### src/common/pgd_pkg.sv
// Contract
// - Power good is raised only after the programmed delay has run out since the output went above the power-good-on level.
// - The power-good delay spans 0 ms to 125 ms in millisecond units.
// - A written power-good delay outside that span is refused and the old setting stays.
// - Bits 11:0 of the loop tuning register hold a 12-bit settle threshold, any value 0 to FFF hex.
// - While settled the loop gain is divided by 1, 2, 4 or 8 as bits 13:12 select 00, 01, 10, 11.
// - The loop tuning register resets to 2064 hex, divide by four with threshold 64 hex.
// - The inductor value in microhenries, above zero up to 100, is decoded and driven out on inductor_q16.
// - A set mask bit keeps its fault type from starting a capture and its store; reset masks nothing.
// - Mask bits 15 to 11 cover phase, group, processor, under-temperature and over-temperature faults.
// - Mask bit 10 covers peak overcurrent and bit 9 peak undercurrent faults.
// - Mask bit 8 covers faults arriving on the enable pin used as a fault bus.
// - Mask bit 7 covers input overvoltage, bit 6 output overvoltage, bit 5 output undervoltage.
// - Mask bit 3 covers loss of sync, bit 2 input undervoltage, and bit 4 does nothing.
// - Mask bit 1 covers average overcurrent and bit 0 average undercurrent faults.
package pgd_pkg;
	localparam int CLK_NS     = 25;
	localparam int MS_NS      = 1000000;
	localparam int CYC_PER_MS = MS_NS / CLK_NS;
	localparam int CPM_W      = 16;
	localparam int CNT_W      = 24;

	localparam logic [7:0] CMD_PG_DELAY = 8'hD4;
	localparam logic [7:0] CMD_LOOP     = 8'hD5;
	localparam logic [7:0] CMD_IND      = 8'hD6;
	localparam logic [7:0] CMD_MASK     = 8'hD7;

	localparam logic [15:0] RST_PG_DELAY = 16'hBA00;
	localparam logic [15:0] RST_LOOP     = 16'h2064;
	localparam logic [15:0] RST_IND      = 16'hAA66;
	localparam logic [15:0] RST_MASK     = 16'h0000;

	// Linear-11 layout and fixed-point form of decoded values
	localparam int MANT_W   = 11;
	localparam int EXP_LSB  = 11;
	localparam int LIN_W    = 44;
	localparam int LIN_FRAC = 16;
	localparam int DLY_MAX_MS = 125;
	localparam int IND_MAX_UH = 100;
	localparam logic [LIN_W-1:0] DLY_MAX_Q = LIN_W'(DLY_MAX_MS) << LIN_FRAC;
	localparam logic [LIN_W-1:0] IND_MAX_Q = LIN_W'(IND_MAX_UH) << LIN_FRAC;

	localparam int THR_LSB = 0;
	localparam int THR_W   = 12;
	localparam int DIV_LSB = 12;
	localparam int DIV_W   = 2;
	localparam logic [15:0] LOOP_USED = 16'h3FFF;

	localparam int MB_PHASE   = 15;
	localparam int MB_GROUP   = 14;
	localparam int MB_CPU     = 13;
	localparam int MB_UT      = 12;
	localparam int MB_OT      = 11;
	localparam int MB_PEAK_OC = 10;
	localparam int MB_PEAK_UC = 9;
	localparam int MB_EN_BUS  = 8;
	localparam int MB_VIN_OV  = 7;
	localparam int MB_VOUT_OV = 6;
	localparam int MB_VOUT_UV = 5;
	localparam int MB_UNUSED  = 4;
	localparam int MB_SYNC    = 3;
	localparam int MB_VIN_UV  = 2;
	localparam int MB_AVG_OC  = 1;
	localparam int MB_AVG_UC  = 0;
	localparam logic [15:0] MASK_VALID = 16'hFFEF;

	typedef struct packed {
		logic        valid;
		logic        write;
		logic [7:0]  code;
		logic [15:0] data;
	} pgd_cmd_s;

	typedef struct packed {
		logic        valid;
		logic        ok;
		logic [15:0] data;
	} pgd_rsp_s;

	typedef enum logic [2:0] {
		PG_IDLE = 3'b001,
		PG_WAIT = 3'b010,
		PG_GOOD = 3'b100
	} pgd_pg_e;
endpackage

### src/hdl/pgd_delay_timer.sv
`timescale 1ns/1ps
`default_nettype none
module pgd_delay_timer import pgd_pkg::*; #(
	parameter int W = CNT_W
) (
	// Clock, reset, enable
	input  wire logic         clk,
	input  wire logic         resetn,
	input  wire logic         ce,
	// Control
	input  wire logic         run,
	input  wire logic [W-1:0] limit,
	output var  logic         expired
);
	logic [W-1:0] cnt;
	logic [W-1:0] next_cnt;

	always_comb begin
		expired  = run && (cnt >= limit);
		next_cnt = cnt;
		if (!run)
			next_cnt = '0;
		else if (!expired)
			next_cnt = cnt + 1'b1;
	end

	always_ff @(posedge clk) begin
		if (!resetn)
			cnt <= '0;
		else if (ce)
			cnt <= next_cnt;
	end
endmodule
`default_nettype wire

### src/hdl/pgd_lin11.sv
`timescale 1ns/1ps
`default_nettype none
module pgd_lin11 import pgd_pkg::*; (
	// Linear-11 word in
	input  wire logic              [15:0]      word,
	// Value scaled by two to the LIN_FRAC
	output var  logic signed [LIN_W-1:0] value
);
	logic [4:0] shamt;

	// Exponent spans -16..15, so adding 16 only flips its sign bit
	always_comb begin
		shamt = {~word[15], word[14:EXP_LSB]};
		value = $signed({{(LIN_W-MANT_W){word[MANT_W-1]}},
			word[MANT_W-1:0]}) <<< shamt;
	end
endmodule
`default_nettype wire

### src/hdl/pgd_regs_top.sv
`timescale 1ns/1ps
`default_nettype none
module pgd_regs_top import pgd_pkg::*; #(
	parameter int CYC_PER_MS_P = CYC_PER_MS,
	parameter int GAIN_W       = 16
) (
	// Clock, reset, enable
	input  wire logic              clk,
	input  wire logic              resetn,
	input  wire logic              ce,
	// Command port
	input  wire pgd_cmd_s          cmd,
	output var  pgd_rsp_s          rsp,
	// Power good
	input  wire logic              vout_above_pg_on,
	output var  logic              power_good_output,
	// Adaptive loop
	input  wire logic [THR_W-1:0]  vout_error,
	input  wire logic [GAIN_W-1:0] base_gain,
	output var  logic [GAIN_W-1:0] adaptive_loop_gain,
	output var  logic              loop_settled,
	// Inductor
	output var  logic [LIN_W-1:0]  inductor_q16,
	// Fault capture
	input  wire logic [15:0]       fault_events,
	output var  logic              fault_capture_record,
	output var  logic [15:0]       fault_capture_cause
);
	logic [15:0]              dly_reg;
	logic [15:0]              loop_reg;
	logic [15:0]              ind_reg;
	logic [15:0]              mask_reg;
	logic [15:0]              next_dly;
	logic [15:0]              next_loop;
	logic [15:0]              next_ind;
	logic [15:0]              next_mask;
	pgd_rsp_s                 next_rsp;
	logic signed [LIN_W-1:0]  wr_val;
	logic signed [LIN_W-1:0]  dly_val;
	logic signed [LIN_W-1:0]  ind_val;
	logic                     dly_ok;
	logic                     ind_ok;
	logic [THR_W-1:0]         thr;
	logic [DIV_W-1:0]         div_sel;

	pgd_lin11 u_wr_dec (
		.word  (cmd.data),
		.value (wr_val)
	);

	pgd_lin11 u_dly_dec (
		.word  (dly_reg),
		.value (dly_val)
	);

	pgd_lin11 u_ind_dec (
		.word  (ind_reg),
		.value (ind_val)
	);

	// Command handling: one answer per command, on the following edge
	always_comb begin
		dly_ok = !wr_val[LIN_W-1] && (wr_val <= DLY_MAX_Q);
		ind_ok = !wr_val[LIN_W-1] && (wr_val != '0)
			&& (wr_val <= IND_MAX_Q);
		next_dly  = dly_reg;
		next_loop = loop_reg;
		next_ind  = ind_reg;
		next_mask = mask_reg;
		next_rsp  = '0;
		if (cmd.valid) begin
			next_rsp.valid = 1'b1;
			next_rsp.ok    = 1'b1;
			case (cmd.code)
				CMD_PG_DELAY: begin
					next_rsp.data = dly_reg;
					if (cmd.write) begin
						next_rsp.ok = dly_ok;
						if (dly_ok)
							next_dly = cmd.data;
					end
				end
				CMD_LOOP: begin
					next_rsp.data = loop_reg;
					if (cmd.write)
						next_loop = cmd.data & LOOP_USED;
				end
				CMD_IND: begin
					next_rsp.data = ind_reg;
					if (cmd.write) begin
						next_rsp.ok = ind_ok;
						if (ind_ok)
							next_ind = cmd.data;
					end
				end
				CMD_MASK: begin
					next_rsp.data = mask_reg;
					if (cmd.write)
						next_mask = cmd.data;
				end
				default: begin
					next_rsp.ok = 1'b0;
				end
			endcase
		end
	end

	always_ff @(posedge clk) begin
		if (!resetn) begin
			dly_reg  <= RST_PG_DELAY;
			loop_reg <= RST_LOOP;
			ind_reg  <= RST_IND;
			mask_reg <= RST_MASK;
			rsp      <= '0;
		end else if (ce) begin
			dly_reg  <= next_dly;
			loop_reg <= next_loop;
			ind_reg  <= next_ind;
			mask_reg <= next_mask;
			rsp      <= next_rsp;
		end
	end

	// Power good sequencing
	logic                       above_meta;
	logic                       above_sync;
	pgd_pg_e                    state;
	pgd_pg_e                    next_state;
	logic [CNT_W-1:0]           pg_limit;
	logic [CNT_W-1:0]           next_limit;
	logic [LIN_W+CPM_W-1:0]     dly_prod;
	logic                       tmr_expired;

	always_ff @(posedge clk) begin
		if (!resetn) begin
			above_meta <= 1'b0;
			above_sync <= 1'b0;
		end else if (ce) begin
			above_meta <= vout_above_pg_on;
			above_sync <= above_meta;
		end
	end

	pgd_delay_timer #(
		.W (CNT_W)
	) u_pg_timer (
		.clk     (clk),
		.resetn  (resetn),
		.ce      (ce),
		.run     (state == PG_WAIT),
		.limit   (pg_limit),
		.expired (tmr_expired)
	);

	// Range check keeps the product below the counter width
	always_comb begin
		dly_prod   = $unsigned(dly_val) * CPM_W'(CYC_PER_MS_P);
		next_limit = dly_prod[LIN_FRAC +: CNT_W];
		next_state = state;
		case (state)
			PG_IDLE: begin
				if (above_sync)
					next_state = PG_WAIT;
			end
			PG_WAIT: begin
				if (!above_sync)
					next_state = PG_IDLE;
				else if (tmr_expired)
					next_state = PG_GOOD;
			end
			PG_GOOD: begin
				if (!above_sync)
					next_state = PG_IDLE;
			end
			default: begin
				next_state = PG_IDLE;
			end
		endcase
	end

	always_ff @(posedge clk) begin
		if (!resetn) begin
			state             <= PG_IDLE;
			pg_limit          <= '0;
			power_good_output <= 1'b0;
		end else if (ce) begin
			state             <= next_state;
			pg_limit          <= next_limit;
			power_good_output <= (next_state == PG_GOOD);
		end
	end

	// Adaptive loop gain and inductor value
	logic [GAIN_W-1:0] next_gain;
	logic              next_settled;

	always_comb begin
		thr          = loop_reg[THR_LSB +: THR_W];
		div_sel      = loop_reg[DIV_LSB +: DIV_W];
		next_settled = (vout_error <= thr);
		next_gain    = base_gain;
		if (next_settled)
			next_gain = base_gain >> div_sel;
	end

	always_ff @(posedge clk) begin
		if (!resetn) begin
			adaptive_loop_gain <= '0;
			loop_settled       <= 1'b0;
			inductor_q16       <= '0;
		end else if (ce) begin
			adaptive_loop_gain <= next_gain;
			loop_settled       <= next_settled;
			inductor_q16       <= $unsigned(ind_val);
		end
	end

	// Fault capture: bit 4 never fires, whatever the mask holds
	logic [15:0] hit;
	logic        next_record;
	logic [15:0] next_cause;

	always_comb begin
		hit         = fault_events & ~mask_reg & MASK_VALID;
		next_record = |hit;
		next_cause  = fault_capture_cause;
		if (next_record)
			next_cause = hit;
	end

	always_ff @(posedge clk) begin
		if (!resetn) begin
			fault_capture_record <= 1'b0;
			fault_capture_cause  <= '0;
		end else if (ce) begin
			fault_capture_record <= next_record;
			fault_capture_cause  <= next_cause;
		end
	end

	property p_pg_rise;
		@(posedge clk) disable iff (!resetn)
		$rose(power_good_output) |-> $past(state) == PG_WAIT
			&& $past(tmr_expired);
	endproperty
	a_pg_rise: assert property (p_pg_rise)
		else $error("power good rose without delay expiry");

	property p_pg_drop;
		@(posedge clk) disable iff (!resetn)
		ce && !above_sync |=> !power_good_output;
	endproperty
	a_pg_drop: assert property (p_pg_drop)
		else $error("power good held while output low");

	property p_dly_range;
		@(posedge clk) disable iff (!resetn)
		!dly_val[LIN_W-1] && dly_val <= DLY_MAX_Q;
	endproperty
	a_dly_range: assert property (p_dly_range)
		else $error("stored delay out of range");

	property p_dly_keep;
		@(posedge clk) disable iff (!resetn)
		ce && cmd.valid && cmd.write && cmd.code == CMD_PG_DELAY
			&& !dly_ok |=> $stable(dly_reg) && !rsp.ok;
	endproperty
	a_dly_keep: assert property (p_dly_keep)
		else $error("bad delay write was accepted");

	property p_thr_write;
		@(posedge clk) disable iff (!resetn)
		ce && cmd.valid && cmd.write && cmd.code == CMD_LOOP
			|=> thr == $past(cmd.data[THR_W-1:0]);
	endproperty
	a_thr_write: assert property (p_thr_write)
		else $error("threshold not stored");

	property p_gain_div;
		@(posedge clk) disable iff (!resetn)
		ce && vout_error <= thr |=> loop_settled
			&& adaptive_loop_gain == ($past(base_gain) >> $past(div_sel));
	endproperty
	a_gain_div: assert property (p_gain_div)
		else $error("settled gain not divided");

	property p_rst_vals;
		@(posedge clk) disable iff (!resetn)
		$past(!resetn) |-> loop_reg == RST_LOOP && mask_reg == RST_MASK;
	endproperty
	a_rst_vals: assert property (p_rst_vals)
		else $error("wrong reset value");

	property p_ind_range;
		@(posedge clk) disable iff (!resetn)
		!ind_val[LIN_W-1] && ind_val != '0 && ind_val <= IND_MAX_Q;
	endproperty
	a_ind_range: assert property (p_ind_range)
		else $error("stored inductor out of range");

	property p_mask_block;
		@(posedge clk) disable iff (!resetn)
		ce && (fault_events & ~mask_reg & MASK_VALID) == '0
			|=> !fault_capture_record;
	endproperty
	a_mask_block: assert property (p_mask_block)
		else $error("masked fault started a capture");

	property p_ot_capture;
		@(posedge clk) disable iff (!resetn)
		ce && fault_events[MB_OT] && !mask_reg[MB_OT]
			|=> fault_capture_record && fault_capture_cause[MB_OT];
	endproperty
	a_ot_capture: assert property (p_ot_capture)
		else $error("unmasked fault not captured");

	property p_bit4;
		@(posedge clk) disable iff (!resetn)
		!fault_capture_cause[MB_UNUSED];
	endproperty
	a_bit4: assert property (p_bit4)
		else $error("unused fault bit captured");
endmodule
`default_nettype wire

### config.mk
export PLATFORM = sky130hd
export DESIGN_NAME = pgd_regs_top
export DESIGN_NICKNAME = d
export VERILOG_FILES = /design/src/common/pgd_pkg.sv /design/src/hdl/pgd_delay_timer.sv /design/src/hdl/pgd_lin11.sv /design/src/hdl/pgd_regs_top.sv
export SDC_FILE = /design/constraint.sdc
export NUM_CORES = 1
export LEC_CHECK = 0
export BUFFER_PORTS_ARGS = -buffer_cell sky130_fd_sc_hd__buf_4
export CAP_MARGIN = 5
export CELL_PAD_IN_SITES_DETAIL_PLACEMENT = 1
export CELL_PAD_IN_SITES_GLOBAL_PLACEMENT = 1
export CORE_MARGIN = 1.5
export CORE_UTILIZATION = 47
export CTS_CLUSTER_DIAMETER = 100
export DETAILED_ROUTE_END_ITERATION = 10
export PLACE_DENSITY_LB_ADDON = 0.1
export SYNTH_ARGS = -nofsm -noshare
export SYNTH_HDL_FRONTEND = slang
export SYNTH_HIERARCHICAL = 1
export SYNTH_SLANG_ARGS = --single-unit
### constraint.sdc
create_clock -name clk -period 7.11 [get_ports clk]
set_clock_uncertainty 0.15 [all_clocks]
set_input_delay 1.422 -clock clk [delete_from_list [all_inputs] [get_ports clk]]
set_output_delay 1.422 -clock clk [all_outputs]
set_load 0.02 [all_outputs]
# --- Word level (Yosys, flattened, before mapping) ---
# Index checks and enable logic that the tools add are counted.
# Widths: inputs -> output; s select.
op_classes:
  addsub: 1
  mul: 1
  order_cmp: 4
  eq_ne: 9
  n_shift: 4
  mux: 13
  bitwise_logic: 5
  reduce_logical: 14
ops:
  columns: ["cell", "count"]
  rows:
  - ["$sshl 11x5->44", 3]
  - ["$le 44x23->1 const B", 2]
  - ["$pmux 16 s4", 1]
  - ["$mux 24", 2]
  - ["$mul 44x10->34 const B", 1]
  - ["$reduce_bool 44->1", 1]
  - ["$eq 8x8->1 const B", 4]
  - ["$add 24x1->24 const B", 1]
  - ["$ge 24x24->1", 1]
  - ["$mux 18", 1]
  - ["$and 16x16->16", 1]
  - ["$mux 16", 1]
  - ["$not 16->16", 1]
  - ["$shr 16x2->16", 1]
  - ["$reduce_or 15->1", 1]
  - ["$le 12x12->1", 1]
  - ["$mux 3", 4]
  - ["$reduce_and 5->1", 2]
  - ["$pmux 3 s3", 1]
  - ["$reduce_and 4->1", 2]
  - ["$eq 3x3->1 const B", 2]
  - ["$logic_and 1x1->1", 4]
  - ["$reduce_and 2->1", 2]
  - ["$eq 3x1->1 const B", 1]
  - ["other kinds (7)", 10]
word_totals:
  reg_bits: 211
  in_bits: 74
  word_cells: 69

# --- Depth between registers and ports, before layout ---
logic_depth:
  word_depth: 8
  ltp_mapped: 26

# --- Cells and area by module ---
# The synthesis kept the hierarchy.
by_module_without_submodules:
  columns: ["mod", "n_inst", "cells_per_inst", "area_each_um2", "seq_area_each_um2"]
  rows:
  - ["pgd_regs_top", 1, 1345, 12683.4, 3743.6]
  - ["pgd_lin11", 3, 164, 1178.6, 0.0]
  - ["pgd_delay_timer", 1, 308, 2323.5, 480.5]

# --- Worst setup path after synthesis ---
# No wires, ideal clock.
synth_timing:
  path_kind: "flip-flop to flip-flop"
  start: "register dly_reg[11]"
  end: "register pg_limit[16]"
  t_arrival_ns: 5.616
  required_ns: 6.896
  slack_ns: 1.280
  path_stages_with_launch: 24
  path_buffers: 2
  synth_period_minus_slack_ns: 5.830
  path_cell_list: "dfxtp_1 buf_6 buf_6 mux2_2 mux2_2 a21oi_1 inv_1 fa_1 inv_1 ha_1 fa_1 ha_1 inv_1 fa_1 inv_1 ha_1 a21oi_1 o211ai_1 nand4_1 a41oi_1 a41oi_2 nor2_1 or4b_1 nand4_1"
synth_via:
  elab_chain_len: 2
synth_rtl:
  columns: ["element", "line_no", "text"]
  rows:
  - ["from (decl)", "pgd_regs_top.sv:29", "logic [15:0] dly_reg;"]
  - ["from (signal assigned)", "pgd_regs_top.sv:116", "dly_reg <= next_dly;"]
  - ["$sshl 11x5->44", "pgd_lin11.sv:14", "value = $signed({{(LIN_W-MANT_W){word[MANT_W-1]}},"]
  - ["via dly_val[11]", "pgd_regs_top.sv:39", "logic signed [LIN_W-1:0] dly_val;"]
  - ["$mul 44x10->34", "pgd_regs_top.sv:157", "dly_prod = $unsigned(dly_val) * CPM_W'(CYC_PER_MS_P);"]
  - ["to (signal assigned)", "pgd_regs_top.sv:188", "pg_limit <= next_limit;"]
  - ["to (decl)", "pgd_regs_top.sv:129", "logic [CNT_W-1:0] pg_limit;"]
# The timed path passes the listed nets, and every way through them passes these cells.
# A chain may end at the register's enable or synchronous reset.

# --- Worst setup path after layout ---
layout_timing:
  start: "register dly_reg[12]"
  end: "register pg_limit[20]"
# Same word-level chain as after synthesis.

==> metrics.md <==
| Metric | Value |
|---|---|
| I/O pin cnt | `171` |
| Most common cell after layout, fill and taps aside | `inv_1` |
| Core Area | `38,700 um^2` |
| Slowest cell on the critical path | `dfxtp_2` |
| Clock latency on the worst-skew pair | `0.56 ns` |
| Vias post-DR | `16,252` |
| Global-route wire length before repair | `92,700 um` |
| Switch Pwr | `0.747 mW` |
| Crit path arrival time | `6.91 ns` |
| Mapped Area | `18,500 um^2` |
| Slew @ Worst Pin | `1.07 ns` |
| Vias in the first global route | `16,903` |
| Total track usage | `28.1%` |
| Run status | `complete, no violations` |
| Hpwl dp | `42,800 um` |
| Power share of the clock group | `46.1%` |
| Die width | `201 um` |
| Worst setup EP type | `flip-flop` |
| WHS | `0.310 ns` |
| HP Class | `reg2reg` |
| Worst-path fanout max | `17` |
| Biggest register | `inductor_q16` |
| Largest net degree at the start of global routing | `120` |
| DR WL/cell | `20.8 um` |
| Root Driver | `clkbuf_16` |
| GPL Wtd Cong | `0.868` |
| Clk buf depth | `3` |
| Worst-path cell chain | `mux2i_1 -> mux2_2 -> o21a_2 -> nor2_1 -> inv_1 -> fa_1 -> inv_1 -> ha_1 -> fa_1 -> ha_1 -> inv_1 -> fa_1 -> inv_1 -> ha_1 -> and4_1 -> a31oi_1 -> o211ai_1 -> a2111oi_2 -> nor2_1 -> a21oi_1 -> nand4_1 -> o211ai_1` |
| Nets | `2,475` |
| Share of cells above drive strength 1 | `14.3%` |
| Most frequent cells in the layout | `208 x inv_1, 207 x dfxtp_1, 195 x nand2_1` |
| Biggest regs | `inductor_q16 (44), pg_limit (24), u_pg_timer/cnt (24)` |
| Pwr Density | `140 nW/um^2` |
| # diodes | `0` |
| Reg clk slew, reported paths | `0.06 ns` |
| IO Port Bufs | `168` |
| Sequential group share of total power | `42.0%` |
| Initial DRC count | `787` |
| Router iterations before antenna repair | `5` |
| Post-layout power | `2.88 mW` |
| CTS Buf Count | `26` |
| Total number of yosys warnings | `6` |
| Worst stage delay on the critical path | `0.58 ns` |
| Vias/cell | `5.93` |
| Starting Density | `47.7%` |
| Worst VDD drop | `0.000172 V` |
| Setup TNS | `0 ns` |
| DR DRC count | `0` |
| CP Launch Type | `flip-flop` |
| WP buf/inv | `4` |
| Minimum clock period | `6.60 ns` |
| DIE HEIGHT | `201 um` |
| CP Class | `reg2reg` |
| Area growth, synth to finish | `11.8%` |
| Sw Ratio | `25.9%` |
| Total gr overflow | `0` |
| Routed wire length | `57,100 um` |
| Clock H-tree levels | `1` |
| CTS tree | `yes` |
| Die Area | `40,500 um^2` |
| Antenna viol nets, final | `0` |
| Most frequent CP cell | `inv_1` |
| Initial antenna violation count | `0` |
| Post-CTS setup buffer count | `0` |
| Fmax | `152 MHz` |
| Crit-path leading delay family | `adder cells` |
| Fin. Hold Viols | `0` |
| # clock sinks | `211` |
| Max_cap viols | `0` |
| Max-Slew Margin vs Limit | `28.4%` |
| Count of final max-slew check failures | `0` |
| PostCTS Resize Cnt | `0` |
| RSZ-0062 raised after global routing | `no` |
| # setup viols final | `0` |
| Synth Area per Inst | `8.66 um^2` |
| Hold-fix buffers, CTS | `0` |
| Final period util | `92.8%` |
| Pleak | `9.30 nW` |
| Power Internal | `2.14 mW` |
| Post-Syn Instances | `2,133` |
| Post-Syn Nets | `2,404` |
| Number of flip-flops in the largest register | `44` |
| Combinational share of power | `11.9%` |
| Site row count | `72` |
| Required time worst endpoint | `7.42 ns` |
power groups by stage:
| stage | clock network [mW] | logic, mW | registers [mW] |
|---|---|---|---|
| 6_report | 1.33 | 0.343 | 1.21 |
| 2_1_floorplan | 0 | 0.204 | 1.25 |
| 4_1_cts | 1.36 | 0.343 | 1.21 |
| 3_3_place_gp | 0 | 0.333 | 1.24 |
| 5_1_grt | 1.40 | 0.368 | 1.21 |
| 3_5_place_dp | 0 | 0.341 | 1.24 |
stage by stage:
stage / cell area, um^2 / worst slack, ns / util, % / std cells
2_1_floorplan: 18500 / 1.29 / - / 2133
3_3_place_gp: 19800 / 0.473 / 51.1 / 2694
3_5_place_dp: 19800 / 0.348 / 51.1 / 2694
4_1_cts: 20700 / 0.274 / 53.3 / 2740
5_1_grt: 20700 / 0.119 / 53.3 / 2740
6_report: 20700 / 0.510 / 53.3 / 2740
worst reg2reg max path: stages, from the launching register on:
cell and delay [ns]:
dfxtp_2 0.58, mux2i_1 0.15, mux2_2 0.32, o21a_2 0.26, nor2_1 0.26, inv_1 0.18
fa_1 0.58, inv_1 0.05, ha_1 0.29, fa_1 0.49, ha_1 0.29, inv_1 0.05
fa_1 0.51, inv_1 0.05, ha_1 0.34, and4_1 0.28, a31oi_1 0.21, o211ai_1 0.21
a2111oi_2 0.57, nor2_1 0.16, a21oi_1 0.25, nand4_1 0.14, o211ai_1 0.15
area by class of cell:
| type | count | area [um^2] |
|---|---|---|
| multi-input cells | 1565 | 12700 |
| clock inverters | 9 | 106 |
| repair buffers | 188 | 1420 |
| fillers | 4612 | 18100 |
| flip-flops and latches | 211 | 4230 |
| inverters | 212 | 796 |
| well taps | 518 | 648 |
| clock buffers | 37 | 742 |
worst paths after layout:
path / slack [ns] / start / endpoint / cells past startpoint
worst max-delay path: 0.51 / dly_reg[12] / pg_limit[20] / 22
worst min-delay path: 0.31 / pg_limit[21] / pg_limit[21] / 2
worst max register to register: 0.51 / dly_reg[12] / pg_limit[20] / 22
worst min register to register: 0.31 / pg_limit[21] / pg_limit[21] / 2
metal layers:
| metal | vias up | share of wire [%] | GRT usage, % |
|---|---|---|---|
| met5 | - | 0 | 0 |
| met4 | 0 | 1.9 | 6.24 |
| li1 | 7637 | - | - |
| met1 | 8249 | 43 | 34.9 |
| met2 | 297 | 52 | 52.0 |
| met3 | 69 | 3.4 | 3.01 |
Note: power is estimated with default switching activity, not from simulation.
